===== src/hw/dpr_pkg.sv =====
package dpr_pkg;
  localparam int         SID_W      = 4;
  localparam int         KAC_W      = 2;
  localparam int         STS_W      = 4;
  localparam int         DAT_W      = 10;
  localparam int         MSG_W      = 20;
  localparam int         CRC_W      = 8;
  localparam int         FRAME_W    = MSG_W + CRC_W;
  localparam int         ENT_W      = FRAME_W + 2;
  localparam int         DIAG_W     = 16;
  localparam int         FRAG_W     = 4;
  localparam int         CMD_CNT_W  = 6;
  localparam int         RADDR_W    = 8;
  localparam logic [7:0] CRC_POLY   = 8'h2f;
  localparam logic [3:0] SEED_HI    = 4'h0;
  localparam logic [4:0] SHIFT_LAST = 5'h1b;
  localparam logic [5:0] CMD_FULL   = 6'h20;
  localparam logic [3:0] FRAGS_TWO  = 4'h4;
  localparam logic [3:0] FRAGS_ONE  = 4'h8;
  localparam logic [3:0] NODE_MSTR  = 4'h0;
  localparam logic [1:0] KAC_INIT   = 2'h0;
  localparam int         SH_TWO     = 4;
  localparam int         SH_ONE     = 2;

  typedef enum logic [1:0] {
    CMD_BRC   = 2'h0,
    CMD_READ  = 2'h1,
    CMD_WRITE = 2'h2,
    CMD_OTHER = 2'h3
  } dpr_cmd_t;

  typedef enum logic [2:0] {
    CS_IDLE  = 3'h1,
    CS_SHIFT = 3'h2,
    CS_PUSH  = 3'h4
  } dpr_crc_st_t;

  typedef enum logic [2:0] {
    DS_IDLE  = 3'h1,
    DS_ARMED = 3'h2,
    DS_RUN   = 3'h4
  } dpr_dg_st_t;

  function automatic logic [7:0] crc_step(input logic [7:0] r,
                                          input logic       b);
    crc_step = {r[6:0], b} ^ (r[7] ? CRC_POLY : 8'h00);
  endfunction : crc_step
endpackage : dpr_pkg


===== src/hw/dpr_buf.sv =====
`timescale 1ns/1ps
module dpr_buf #(
  parameter int W     = 30,
  parameter int DEPTH = 2
) (
  input  wire logic         mclk,
  input  wire logic         rst_n,
  input  wire logic         in_valid,
  output logic              in_ready,
  input  wire logic [W-1:0] in_data,
  output logic              out_valid,
  input  wire logic         out_ready,
  output logic      [W-1:0] out_data
);
  localparam int PW = (DEPTH > 1) ? $clog2(DEPTH) : 1;
  localparam logic [PW:0]   FULL_CNT = (PW+1)'(DEPTH);
  localparam logic [PW-1:0] LAST_PTR = PW'(DEPTH - 1);

  logic [W-1:0]  mem_ff [DEPTH];
  logic [PW-1:0] wr_ff;
  logic [PW-1:0] rd_ff;
  logic [PW:0]   cnt_ff;
  logic          push;
  logic          pop;

  assign in_ready  = cnt_ff != FULL_CNT;
  assign out_valid = cnt_ff != '0;
  assign out_data  = mem_ff[rd_ff];
  assign push      = in_valid && in_ready;
  assign pop       = out_valid && out_ready;

  always_ff @(posedge mclk) begin
    if (push) begin
      mem_ff[wr_ff] <= in_data;
    end
  end

  always_ff @(posedge mclk) begin
    if (!rst_n) begin
      wr_ff  <= '0;
      rd_ff  <= '0;
      cnt_ff <= '0;
    end else begin
      if (push) begin
        wr_ff <= (wr_ff == LAST_PTR) ? '0 : wr_ff + 1'b1;
      end
      if (pop) begin
        rd_ff <= (rd_ff == LAST_PTR) ? '0 : rd_ff + 1'b1;
      end
      if (push && !pop) begin
        cnt_ff <= cnt_ff + 1'b1;
      end else if (pop && !push) begin
        cnt_ff <= cnt_ff - 1'b1;
      end
    end
  end
endmodule : dpr_buf


===== src/hw/dpr_resp.sv =====
`timescale 1ns/1ps
module dpr_resp
  import dpr_pkg::*;
(
  input  wire logic                      mclk,
  input  wire logic                      rst_n,
  input  wire logic                      pdcm_enable,
  input  wire logic                      ss_en,
  input  wire logic                      frame_sync,
  input  wire logic                      slot_start,
  output logic                           sample_req,
  input  wire logic [SID_W-1:0]          node_addr,
  input  wire logic                      pdcm_start,
  input  wire logic [SID_W-1:0]          source_identifier,
  input  wire logic                      kac_enable,
  input  wire logic [STS_W-1:0]          status_in,
  input  wire logic [DAT_W-1:0]          sensor_data,
  output logic                           crc_busy,
  input  wire logic                      cmd_valid,
  input  wire dpr_pkg::dpr_cmd_t         cmd_kind,
  input  wire logic [CMD_CNT_W-1:0]      cmd_bits,
  input  wire logic                      cmd_ok,
  input  wire logic [RADDR_W-1:0]        cmd_reg_addr,
  output logic                           reg_read_req,
  output logic      [RADDR_W-1:0]        reg_read_addr,
  input  wire logic [DIAG_W-1:0]         diag_payload,
  input  wire logic                      diag_fragment_size,
  output logic                           diag_pending,
  output logic                           out_valid,
  input  wire logic                      out_ready,
  output logic      [ENT_W-1:0]          out_data
);
  import dpr_pkg::*;

  dpr_crc_st_t       crc_st_ff;
  dpr_dg_st_t        dg_st_ff;
  logic [CRC_W-1:0]  crc_ff;
  logic [FRAME_W-1:0] sh_ff;
  logic [MSG_W-1:0]  msg_ff;
  logic [4:0]        cnt_ff;
  logic [KAC_W-1:0]  kac_ff [16];
  logic [KAC_W-1:0]  kac_now;
  logic [DIAG_W-1:0] hold_ff;
  logic [FRAG_W-1:0] frag_ff;
  logic              size_ff;
  logic              frag_pend_ff;
  logic [3:0]        frag_cnt_ff;
  logic [3:0]        frag_last;
  logic              node_ok;
  logic              start_go;
  logic              brc_go;
  logic              read_go;
  logic              kill_go;
  logic              dg_active;
  logic              buf_in_valid;
  logic              buf_in_ready;
  logic [ENT_W-1:0]  buf_in_data;
  logic [DIAG_W-1:0] src_word;
  logic [MSG_W-1:0]  nxt_msg;

  assign node_ok   = node_addr != NODE_MSTR;
  assign start_go  = pdcm_start && pdcm_enable && node_ok
                     && crc_st_ff == CS_IDLE;
  assign kac_now   = kac_enable ? kac_ff[source_identifier] : KAC_INIT;
  assign nxt_msg   = {source_identifier, kac_now, status_in,
                      sensor_data};
  assign dg_active = dg_st_ff != DS_IDLE;
  assign brc_go    = cmd_valid && cmd_kind == CMD_BRC && dg_active;
  assign read_go   = cmd_valid && pdcm_enable && node_ok
                     && cmd_kind == CMD_READ && cmd_bits == CMD_FULL
                     && cmd_ok;
  assign kill_go   = cmd_valid && cmd_kind != CMD_BRC && !read_go;
  assign frag_last = size_ff ? FRAGS_TWO : FRAGS_ONE;
  assign src_word  = (dg_st_ff == DS_ARMED) ? diag_payload : hold_ff;
  assign crc_busy  = crc_st_ff != CS_IDLE;
  assign diag_pending = dg_active;

  // Sampling strobe selection
  always_ff @(posedge mclk) begin
    if (!rst_n) begin
      sample_req <= 1'b0;
    end else begin
      sample_req <= pdcm_enable && (ss_en ? frame_sync : slot_start);
    end
  end

  // Keep-alive counters per identifier
  always_ff @(posedge mclk) begin
    if (!rst_n) begin
      for (int i = 0; i < 16; i++) begin
        kac_ff[i] <= KAC_INIT;
      end
    end else if (start_go && kac_enable) begin
      kac_ff[source_identifier] <= kac_now + 1'b1;
    end
  end

  // Serial checksum engine
  always_ff @(posedge mclk) begin
    if (!rst_n) begin
      crc_st_ff <= CS_IDLE;
      crc_ff    <= '0;
      sh_ff     <= '0;
      msg_ff    <= '0;
      cnt_ff    <= '0;
    end else begin
      unique case (crc_st_ff)
        CS_IDLE: begin
          if (start_go) begin
            msg_ff    <= nxt_msg;
            sh_ff     <= {nxt_msg, {CRC_W{1'b0}}};
            crc_ff    <= {SEED_HI, source_identifier};
            cnt_ff    <= '0;
            crc_st_ff <= CS_SHIFT;
          end
        end
        CS_SHIFT: begin
          crc_ff <= crc_step(crc_ff, sh_ff[FRAME_W-1]);
          sh_ff  <= {sh_ff[FRAME_W-2:0], 1'b0};
          cnt_ff <= cnt_ff + 1'b1;
          if (cnt_ff == SHIFT_LAST) begin
            crc_st_ff <= CS_PUSH;
          end
        end
        CS_PUSH: begin
          if (buf_in_ready) begin
            crc_st_ff <= CS_IDLE;
          end
        end
      endcase
    end
  end

  // Background diagnostic sequencing
  always_ff @(posedge mclk) begin
    if (!rst_n) begin
      dg_st_ff    <= DS_IDLE;
      frag_cnt_ff <= '0;
      size_ff     <= 1'b0;
    end else begin
      unique case (dg_st_ff)
        DS_IDLE: begin
          if (read_go) begin
            dg_st_ff    <= DS_ARMED;
            frag_cnt_ff <= '0;
            size_ff     <= diag_fragment_size;
          end
        end
        DS_ARMED, DS_RUN: begin
          if (read_go) begin
            dg_st_ff    <= DS_ARMED;
            frag_cnt_ff <= '0;
            size_ff     <= diag_fragment_size;
          end else if (kill_go) begin
            dg_st_ff <= DS_IDLE;
          end else if (brc_go) begin
            frag_cnt_ff <= frag_cnt_ff + 1'b1;
            dg_st_ff    <= (frag_cnt_ff + 1'b1 == frag_last) ? DS_IDLE
                                                             : DS_RUN;
          end
        end
      endcase
    end
  end

  // Payload holding and fragment slicing
  always_ff @(posedge mclk) begin
    if (!rst_n) begin
      hold_ff <= '0;
      frag_ff <= '0;
    end else if (brc_go && !kill_go && !read_go) begin
      if (size_ff) begin
        frag_ff <= src_word[DIAG_W-1 -: FRAG_W];
        hold_ff <= src_word << SH_TWO;
      end else begin
        frag_ff <= {2'b00, src_word[DIAG_W-1 -: SH_ONE]};
        hold_ff <= src_word << SH_ONE;
      end
    end
  end

  // Fragment owed to the output
  always_ff @(posedge mclk) begin
    if (!rst_n) begin
      frag_pend_ff <= 1'b0;
    end else if (brc_go && !kill_go && !read_go) begin
      frag_pend_ff <= 1'b1;
    end else if (buf_in_ready && crc_st_ff != CS_PUSH) begin
      frag_pend_ff <= 1'b0;
    end
  end

  // Register read request to the companion block
  always_ff @(posedge mclk) begin
    if (!rst_n) begin
      reg_read_req  <= 1'b0;
      reg_read_addr <= '0;
    end else begin
      reg_read_req <= read_go;
      if (read_go) begin
        reg_read_addr <= cmd_reg_addr;
      end
    end
  end

  // Periodic frame has priority into the buffer
  assign buf_in_valid = crc_st_ff == CS_PUSH || frag_pend_ff;
  assign buf_in_data  = (crc_st_ff == CS_PUSH)
                        ? {1'b0, 1'b0, msg_ff, crc_ff}
                        : {1'b1, size_ff, {(FRAME_W-FRAG_W){1'b0}},
                           frag_ff};

  dpr_buf #(
    .W     (ENT_W),
    .DEPTH (2)
  ) u_buf (
    .mclk      (mclk),
    .rst_n     (rst_n),
    .in_valid  (buf_in_valid),
    .in_ready  (buf_in_ready),
    .in_data   (buf_in_data),
    .out_valid (out_valid),
    .out_ready (out_ready),
    .out_data  (out_data)
  );
endmodule : dpr_resp

===== config.mk =====
export PLATFORM = sky130hd
export DESIGN_NAME = dpr_resp
export DESIGN_NICKNAME = d
export VERILOG_FILES = /design/src/hw/dpr_pkg.sv /design/src/hw/dpr_buf.sv /design/src/hw/dpr_resp.sv
export SDC_FILE = /design/constraint.sdc
export NUM_CORES = 1
export LEC_CHECK = 0
export BUFFER_PORTS_ARGS = -buffer_cell sky130_fd_sc_hd__clkbuf_2
export CORE_MARGIN = 8
export CORE_UTILIZATION = 35
export DETAILED_ROUTE_END_ITERATION = 16
export RECOVER_POWER = 25
export SLEW_MARGIN = 20
export SYNTH_ARGS = -nofsm -noshare
export SYNTH_HDL_FRONTEND = slang
export SYNTH_SLANG_ARGS = --single-unit

===== constraint.sdc =====
create_clock -name mclk -period 3.3 [get_ports mclk]
set_clock_uncertainty 0.15 [all_clocks]
set_input_delay 0.825 -clock mclk [delete_from_list [all_inputs] [get_ports mclk]]
set_output_delay 0.825 -clock mclk [all_outputs]
set_load 0.05 [all_outputs]

==> impl_metrics.env, run 1 <==
export IMPL_crit_fanout=34
export IMPL_cts_setup_buffers=0
export IMPL_synth_nets=869
export IMPL_place_congestion=0.799
export IMPL_worstSkewPairLatency_ns=0.43
export IMPL_wl_um=19600
export IMPL_cts_tree="built"
export IMPL_die_area_mm2=0.0292
export IMPL_fmax_ghz=0.348
export IMPL_setup_viol=0
export IMPL_rows=56
export IMPL_crit_path_end_kind="flip-flop"
export IMPL_synthArstFlopShare_pct=0
export IMPL_worstPathArrival_ns=3.00
export IMPL_antenna_left=0
export IMPL_firstDrtPassIters=5
export IMPL_area_delta_synth_final_pct=17.8
export IMPL_max_slew_margin_rel_pct=20.9
export IMPL_drt_wirelength_per_cell_um=15.9
export IMPL_initialDrtViolationCount=378
export IMPL_powerDensity_mw_per_mm2=584
export IMPL_fp_dieW_um=171
export IMPL_final_min_clock_period_ns=2.88
export IMPL_postCtsHoldBufs=0
export IMPL_hp_class="reg -> reg"
export IMPL_grt_start_max_net_pins=35
export IMPL_dp_hpwl_um=13700
export IMPL_leakage_nw=3.63
export IMPL_htreeDepth=4
export IMPL_cp_slowest_stage_delay_ns=0.94
export IMPL_status="completed"
export IMPL_hold_viol_final=0
export IMPL_drive_above_1_share_pct=24.4
export IMPL_post_cts_resized=0
export IMPL_yosys_warnings=0
export IMPL_clkSinkCount=190
export IMPL_grt_pass1_wl_um=31900
export IMPL_cap_violations=0
export IMPL_critPathLaunchType="primary input"
export IMPL_die_h_um=171
export IMPL_dp_cells=1198
export IMPL_synth_seq_cells=190
export IMPL_synth_edf_count=92
export IMPL_grt_pass1_vias=6144
export IMPL_crit_type="in -> reg"
export IMPL_critPathRequiredTime_ns=3.43
export IMPL_n_antenna_cell=0
export IMPL_avgSynthCellArea_um2=10.5
export IMPL_antenna_found_initial=0
export IMPL_viasPerCell=4.99
export IMPL_synth_cells=799
export IMPL_stdcell_count=1230
export IMPL_synthFlopType="dfxtp_1"
export IMPL_track_usage_pct=13.7
export IMPL_drc_errors=0
export IMPL_syn_area_mm2=0.00839
export IMPL_worstPathCellList="clkbuf_1 > buf_4 > inv_1 > dlymetal6s4s_1 > nor2_1"
export IMPL_nets=968
export IMPL_synth_seq_area_share_pct=56.3
export IMPL_core_area_mm2=0.0235
export IMPL_crit_family="buffers and inverters"
export IMPL_cts_root_buffer="clkbuf_16"
export IMPL_grt_setup_unrepaired="false"
export IMPL_tightest_slew_ns=1.19
export IMPL_slew_viol_final=0
export IMPL_vias=6140
export IMPL_cp_num_buf_inv=4
export IMPL_path_clk_slew_ns=0.07
export IMPL_start_util_pct=35.7
export IMPL_ir_worst_vdd_uv=319
export IMPL_overflow=0
export IMPL_slowest_stage="dlymetal6s4s_1"
export IMPL_ioPinCount=109
export IMPL_clockBufferDepth=2
export IMPL_synth_cell_types=62
export IMPL_ff2ff_setup_slack_ns=0.60
export IMPL_portBuffers=108
export IMPL_final_fill_count=2303
export IMPL_cts_made_buffers=17
export IMPL_fin_crit_sh_pct=87.2
export IMPL_setup_tns_final_ns=0
[cell usage after synthesis (all sizes together), types with 3 or more instances]
cell type,count,share of area [%]
a31oi,18,1.3
a2bb2oi,3,0.31
and3,25,1.9
or2,6,0.45
o21ai,32,1.9
buf,18,1.1
a211oi,3,0.33
clkbuf,31,1.4
nor2b,7,0.52
xor2,11,1.1
and2,4,0.30
xnor2,8,0.84
ha,4,0.60
or3b,4,0.42
edfxtp,92,33
o211ai,5,0.51
dfxtp,98,23
nor3b,5,0.51
nor2,83,3.8
or4,3,0.33
a221oi,6,0.63
nand2,139,6.2
nand2b,8,0.60
a21oi,57,3.4
mux2,36,4.8
mux2i,14,1.8
inv,8,0.36
or3,3,0.28
nand3,26,1.6
nor3,6,0.42
mux4,12,3.2
[metrics by stage]
stage          setup WS (ns)  hold slack [ns]  power [mW]  utilization [%]  cell area [um^2]
6_report               0.424            0.301        5.77             42.1              9890
5_1_grt                0.225            0.318        6.03             42.1              9890
4_1_cts                0.478            0.302        5.86             42.4              9940
3_5_place_dp           0.338            0.292        3.78             39.8              9340
3_3_place_gp           0.444            0.289        3.77             39.8              9340
2_1_floorplan          0.248            0.279        3.49                -              8390
[per-layer routing]
metal | track usage, % | vias to the layer above | routed length [um]
li1 | - | 3040 | -
met4 | 3.63 | 0 | 168
met3 | 3.04 | 9 | 907
met2 | 22.3 | 140 | 9200
met1 | 18.2 | 2951 | 9300
met5 | 0 | - | 0
[final timing paths]
path,startpoint,endpoint,cells past startpoint
worst max-delay path,rst_n,hold_ff[4],5
worst min-delay path,hold_ff[14],hold_ff[14],2
worst max register to register,dg_st_ff[1],hold_ff[8],5
worst min register to register,hold_ff[14],hold_ff[14],2
[where the power goes]
part           total, mW  switching [mW]  internal [mW]
Combinational       1.10           0.740          0.363
Clock               2.07            1.04           1.04
Sequential          2.60          0.0571           2.54
Total               5.77            1.84           3.94
[logic make-up (layout without fill, tap and decap cells)]
logic type / count (synthesis) / count (layout) / share of synthesized area, %
xor+xnor: 19 / 19 / 1.98
simple gates: 330 / 330 / 18.5
fa+ha+maj: 4 / 4 / 0.597
compound gates: 137 / 137 / 9.90
flops: 190 / 190 / 56.3
buf+inv: 57 / 169 / 2.80
mux: 62 / 62 / 9.87
[flip-flops by register name, indices dropped and copies added (netlist names), 5 cells and up, named ones only]
name / cells
cnt_ff: 5
crc_ff: 8
hold_ff: 14
kac_ff: 32
msg_ff: 20
reg_read_addr: 8
sh_ff: 20
u_buf.mem_ff: 60
[tightest hold or removal path, stage by stage, from the launching register on]
cell	delay (ns)
dfxtp_1	0.31
nand2_1	0.05
a21oi_1	0.05
[layout by cell type (no fill, tap or decap), types with 8 or more instances in the layout]
cell,instances
a21oi_1,57
dfxtp_1,98
clkbuf_2,108
buf_4,12
nand3_1,26
and3_1,25
edfxtp_1,92
xnor2_1,8
a31oi_1,18
o21ai_0,32
nand2_1,138
nand2b_1,8
mux2i_1,13
nor2_1,79
xor2_1,11
inv_1,8
mux4_2,12
clkbuf_16,17
mux2_2,36
[area by class of cell]
class,count,area [um^2],area share (%)
Multi-Input combinational cell,552,3420,34.6
Tap cell,319,399,4.04
Clock buffer,17,425,4.30
Clock inverter,15,183,1.85
Inverter,8,30.0,0.304
Sequential cell,190,4720,47.8
Timing Repair Buffer,129,706,7.14
(Power assumes the default switching activity.)
==> run 2, diff against run 1 <==
--- a/config.mk
+++ b/config.mk
@@ -10,6 +10,7 @@
 export CORE_UTILIZATION = 35
 export DETAILED_ROUTE_END_ITERATION = 16
 export RECOVER_POWER = 25
+export REMOVE_ABC_BUFFERS = 1
 export SLEW_MARGIN = 20
 export SYNTH_ARGS = -nofsm -noshare
 export SYNTH_HDL_FRONTEND = slang
==> run 2 against run 1 <==
Sequential share of layout area about the same. Clock power down 4%. Die area unchanged. Setup slack better by 0.065 ns. Total power down 1.3%. Hold slack worse by 0.00053 ns. Clock-buffer cell count up 2. Via count down 0.46%. Global-route usage down 0.48 points. Critical endpoint is now out_data[27]. Largest cell class unchanged. Highest routed layer unchanged.
==> impl_metrics.env, run 2 (synthesis results as in run 1) <==
export IMPL_min_to="hold_ff[12]"
export IMPL_powerDensity_mw_per_mm2=577
export IMPL_n_antenna_cell=0
export IMPL_clockBufferDepth=2
export IMPL_dp_hpwl_um=13300
export IMPL_fin_crit_sh_pct=85.2
export IMPL_core_area_mm2=0.0235
export IMPL_vias=6112
export IMPL_ff2ff_setup_slack_ns=0.57
export IMPL_r2r_start="dg_st_ff[1]"
export IMPL_hold_ws_ns=0.300
export IMPL_grt_most_used_layer="met2"
export IMPL_dp_cells=1197
export IMPL_whs_path_depth=2
export IMPL_fp_dieW_um=171
export IMPL_worstPathArrival_ns=1.84
export IMPL_hold_viol_final=0
export IMPL_critPathLaunchType="flip-flop"
export IMPL_worstSkewPairLatency_ns=0.43
export IMPL_top_regs="u_buf.mem_ff: 60 flops, kac_ff: 32 flops"
export IMPL_final_min_clock_period_ns=2.81
export IMPL_firstDrtPassIters=5
export IMPL_crit_type="reg -> out"
export IMPL_slew_viol_final=0
export IMPL_leakage_nw=3.61
export IMPL_drt_wirelength_per_cell_um=15.4
export IMPL_post_cts_resized=0
export IMPL_crit_fanout=24
export IMPL_tightest_slew_ns=1.24
export IMPL_track_usage_pct=13.2
export IMPL_stdcell_count=1229
export IMPL_start_util_pct=35.7
export IMPL_grt_util_met3_pct=3.39
export IMPL_grt_pass1_wl_um=30700
export IMPL_largest_register="u_buf.mem_ff"
export IMPL_viasPerCell=4.97
export IMPL_drive_above_1_share_pct=23.5
export IMPL_die_area_mm2=0.0292
export IMPL_min_from="hold_ff[12]"
export IMPL_overflow=0
export IMPL_htreeDepth=4
export IMPL_initialDrtViolationCount=386
export IMPL_r2r_cells=5
export IMPL_max_slew_margin_rel_pct=17.6
export IMPL_portBuffers=108
export IMPL_path_clk_slew_ns=0.07
export IMPL_total_power_mw=5.70
export IMPL_r2r_end="hold_ff[11]"
export IMPL_critPathRequiredTime_ns=2.32
export IMPL_cts_tree="built"
export IMPL_cp_slowest_stage_delay_ns=0.54
export IMPL_grt_pass1_vias=6024
export IMPL_antenna_found_initial=0
export IMPL_worstPathCellList="buf_12 > mux2_2 > clkbuf_2"
export IMPL_use_met2_pct=22.9
export IMPL_cap_violations=0
export IMPL_crit_path_end_kind="output pin"
export IMPL_final_cell_mix="138 x nand2_1, 102 x clkbuf_2, 98 x dfxtp_1"
export IMPL_cts_root_buffer="clkbuf_16"
export IMPL_rows=56
export IMPL_ioPinCount=109
export IMPL_clkSinkCount=190
export IMPL_layout_commonest_cell="nand2_1"
export IMPL_die_h_um=171
export IMPL_slowest_stage="dfxtp_1"
export IMPL_globalRouteMet1Util_pct=16.2
export IMPL_area_delta_synth_final_pct=17.8
export IMPL_dp_slack_ns=0.364
export IMPL_postCtsHoldBufs=0
export IMPL_grt_setup_unrepaired="false"
export IMPL_drc_errors=0
export IMPL_setup_slack_ns=0.489
export IMPL_wl_um=19000
export IMPL_hp_class="reg -> reg"
export IMPL_status="completed"
export IMPL_place_congestion=0.822
export IMPL_cts_setup_buffers=0
export IMPL_antenna_left=0
export IMPL_ir_worst_vdd_uv=304
export IMPL_fmax_ghz=0.356
export IMPL_setup_viol=0
export IMPL_nets=967
export IMPL_largest_reg_flops=60
export IMPL_cts_made_buffers=17
export IMPL_grt_start_max_net_pins=35
run 2: changes by cell type in the layout (fill, tap and decap cells not counted), moves of 2 or more:
cell | before | now
clkinv_8 | 5 | 1
mux2_1 | 0 | 3
mux2_2 | 36 | 33
clkbuf_2 | 108 | 102
buf_12 | 2 | 4
clkbuf_1 | 6 | 12
run 2: how the worst max path moves through the flow:
stage | from | to | slack [ns] | depth (start not counted)
6_report | flip-flop | out_data[27] | 0.49 | 3
3_5_place_dp | source_identifier[0] | kac_ff[11][0] | 0.36 | 6
2_1_floorplan | crc_st_ff[2] | crc_ff[0] | -0.22 | 5
3_3_place_gp | source_identifier[0] | kac_ff[15][0] | 0.38 | 6
4_1_cts | flip-flop | out_data[27] | 0.45 | 3
5_1_grt | dg_st_ff[1] | hold_ff[8] | 0.33 | 5
run 2: through the flow:
step           util, %  area, um^2  TNS (ns)
6_report          42.1        9880         0
5_1_grt           42.1        9880         0
3_3_place_gp      39.8        9340         0
3_5_place_dp      39.8        9340         0
2_1_floorplan        -        8180    -10.13
4_1_cts           42.2        9910         0
run 2: area by class of cell:
| type | count | area [um^2] |
|---|---|---|
| clock buffers | 19 | 454 |
| flip-flops and latches | 190 | 4720 |
| repair buffers | 128 | 714 |
| inverters | 8 | 30.0 |
| fillers | 2277 | 13600 |
| multi-input cells | 552 | 3440 |
| clock inverters | 13 | 118 |
| well taps | 319 | 399 |
run 2: critical path, delay by kind of cell (launching register included):
family   cells  cell delay, ns
buf+inv      2            0.48
flops        1            0.54
mux          1            0.38
run 2: metal layers:
| metal | part of all wire, % | vias up |
|---|---|---|
| met2 | 50 | 125 |
| met1 | 45 | 2935 |
| li1 | - | 3040 |
| met3 | 4.8 | 12 |
| met4 | 0.83 | 0 |
| met5 | 0 | - |
run 2: report_power, final:
part	internal, mW	switching [mW]
Clock	1.04	0.941
Combinational	0.377	0.727
Sequential	2.54	0.0696
Total	3.96	1.74
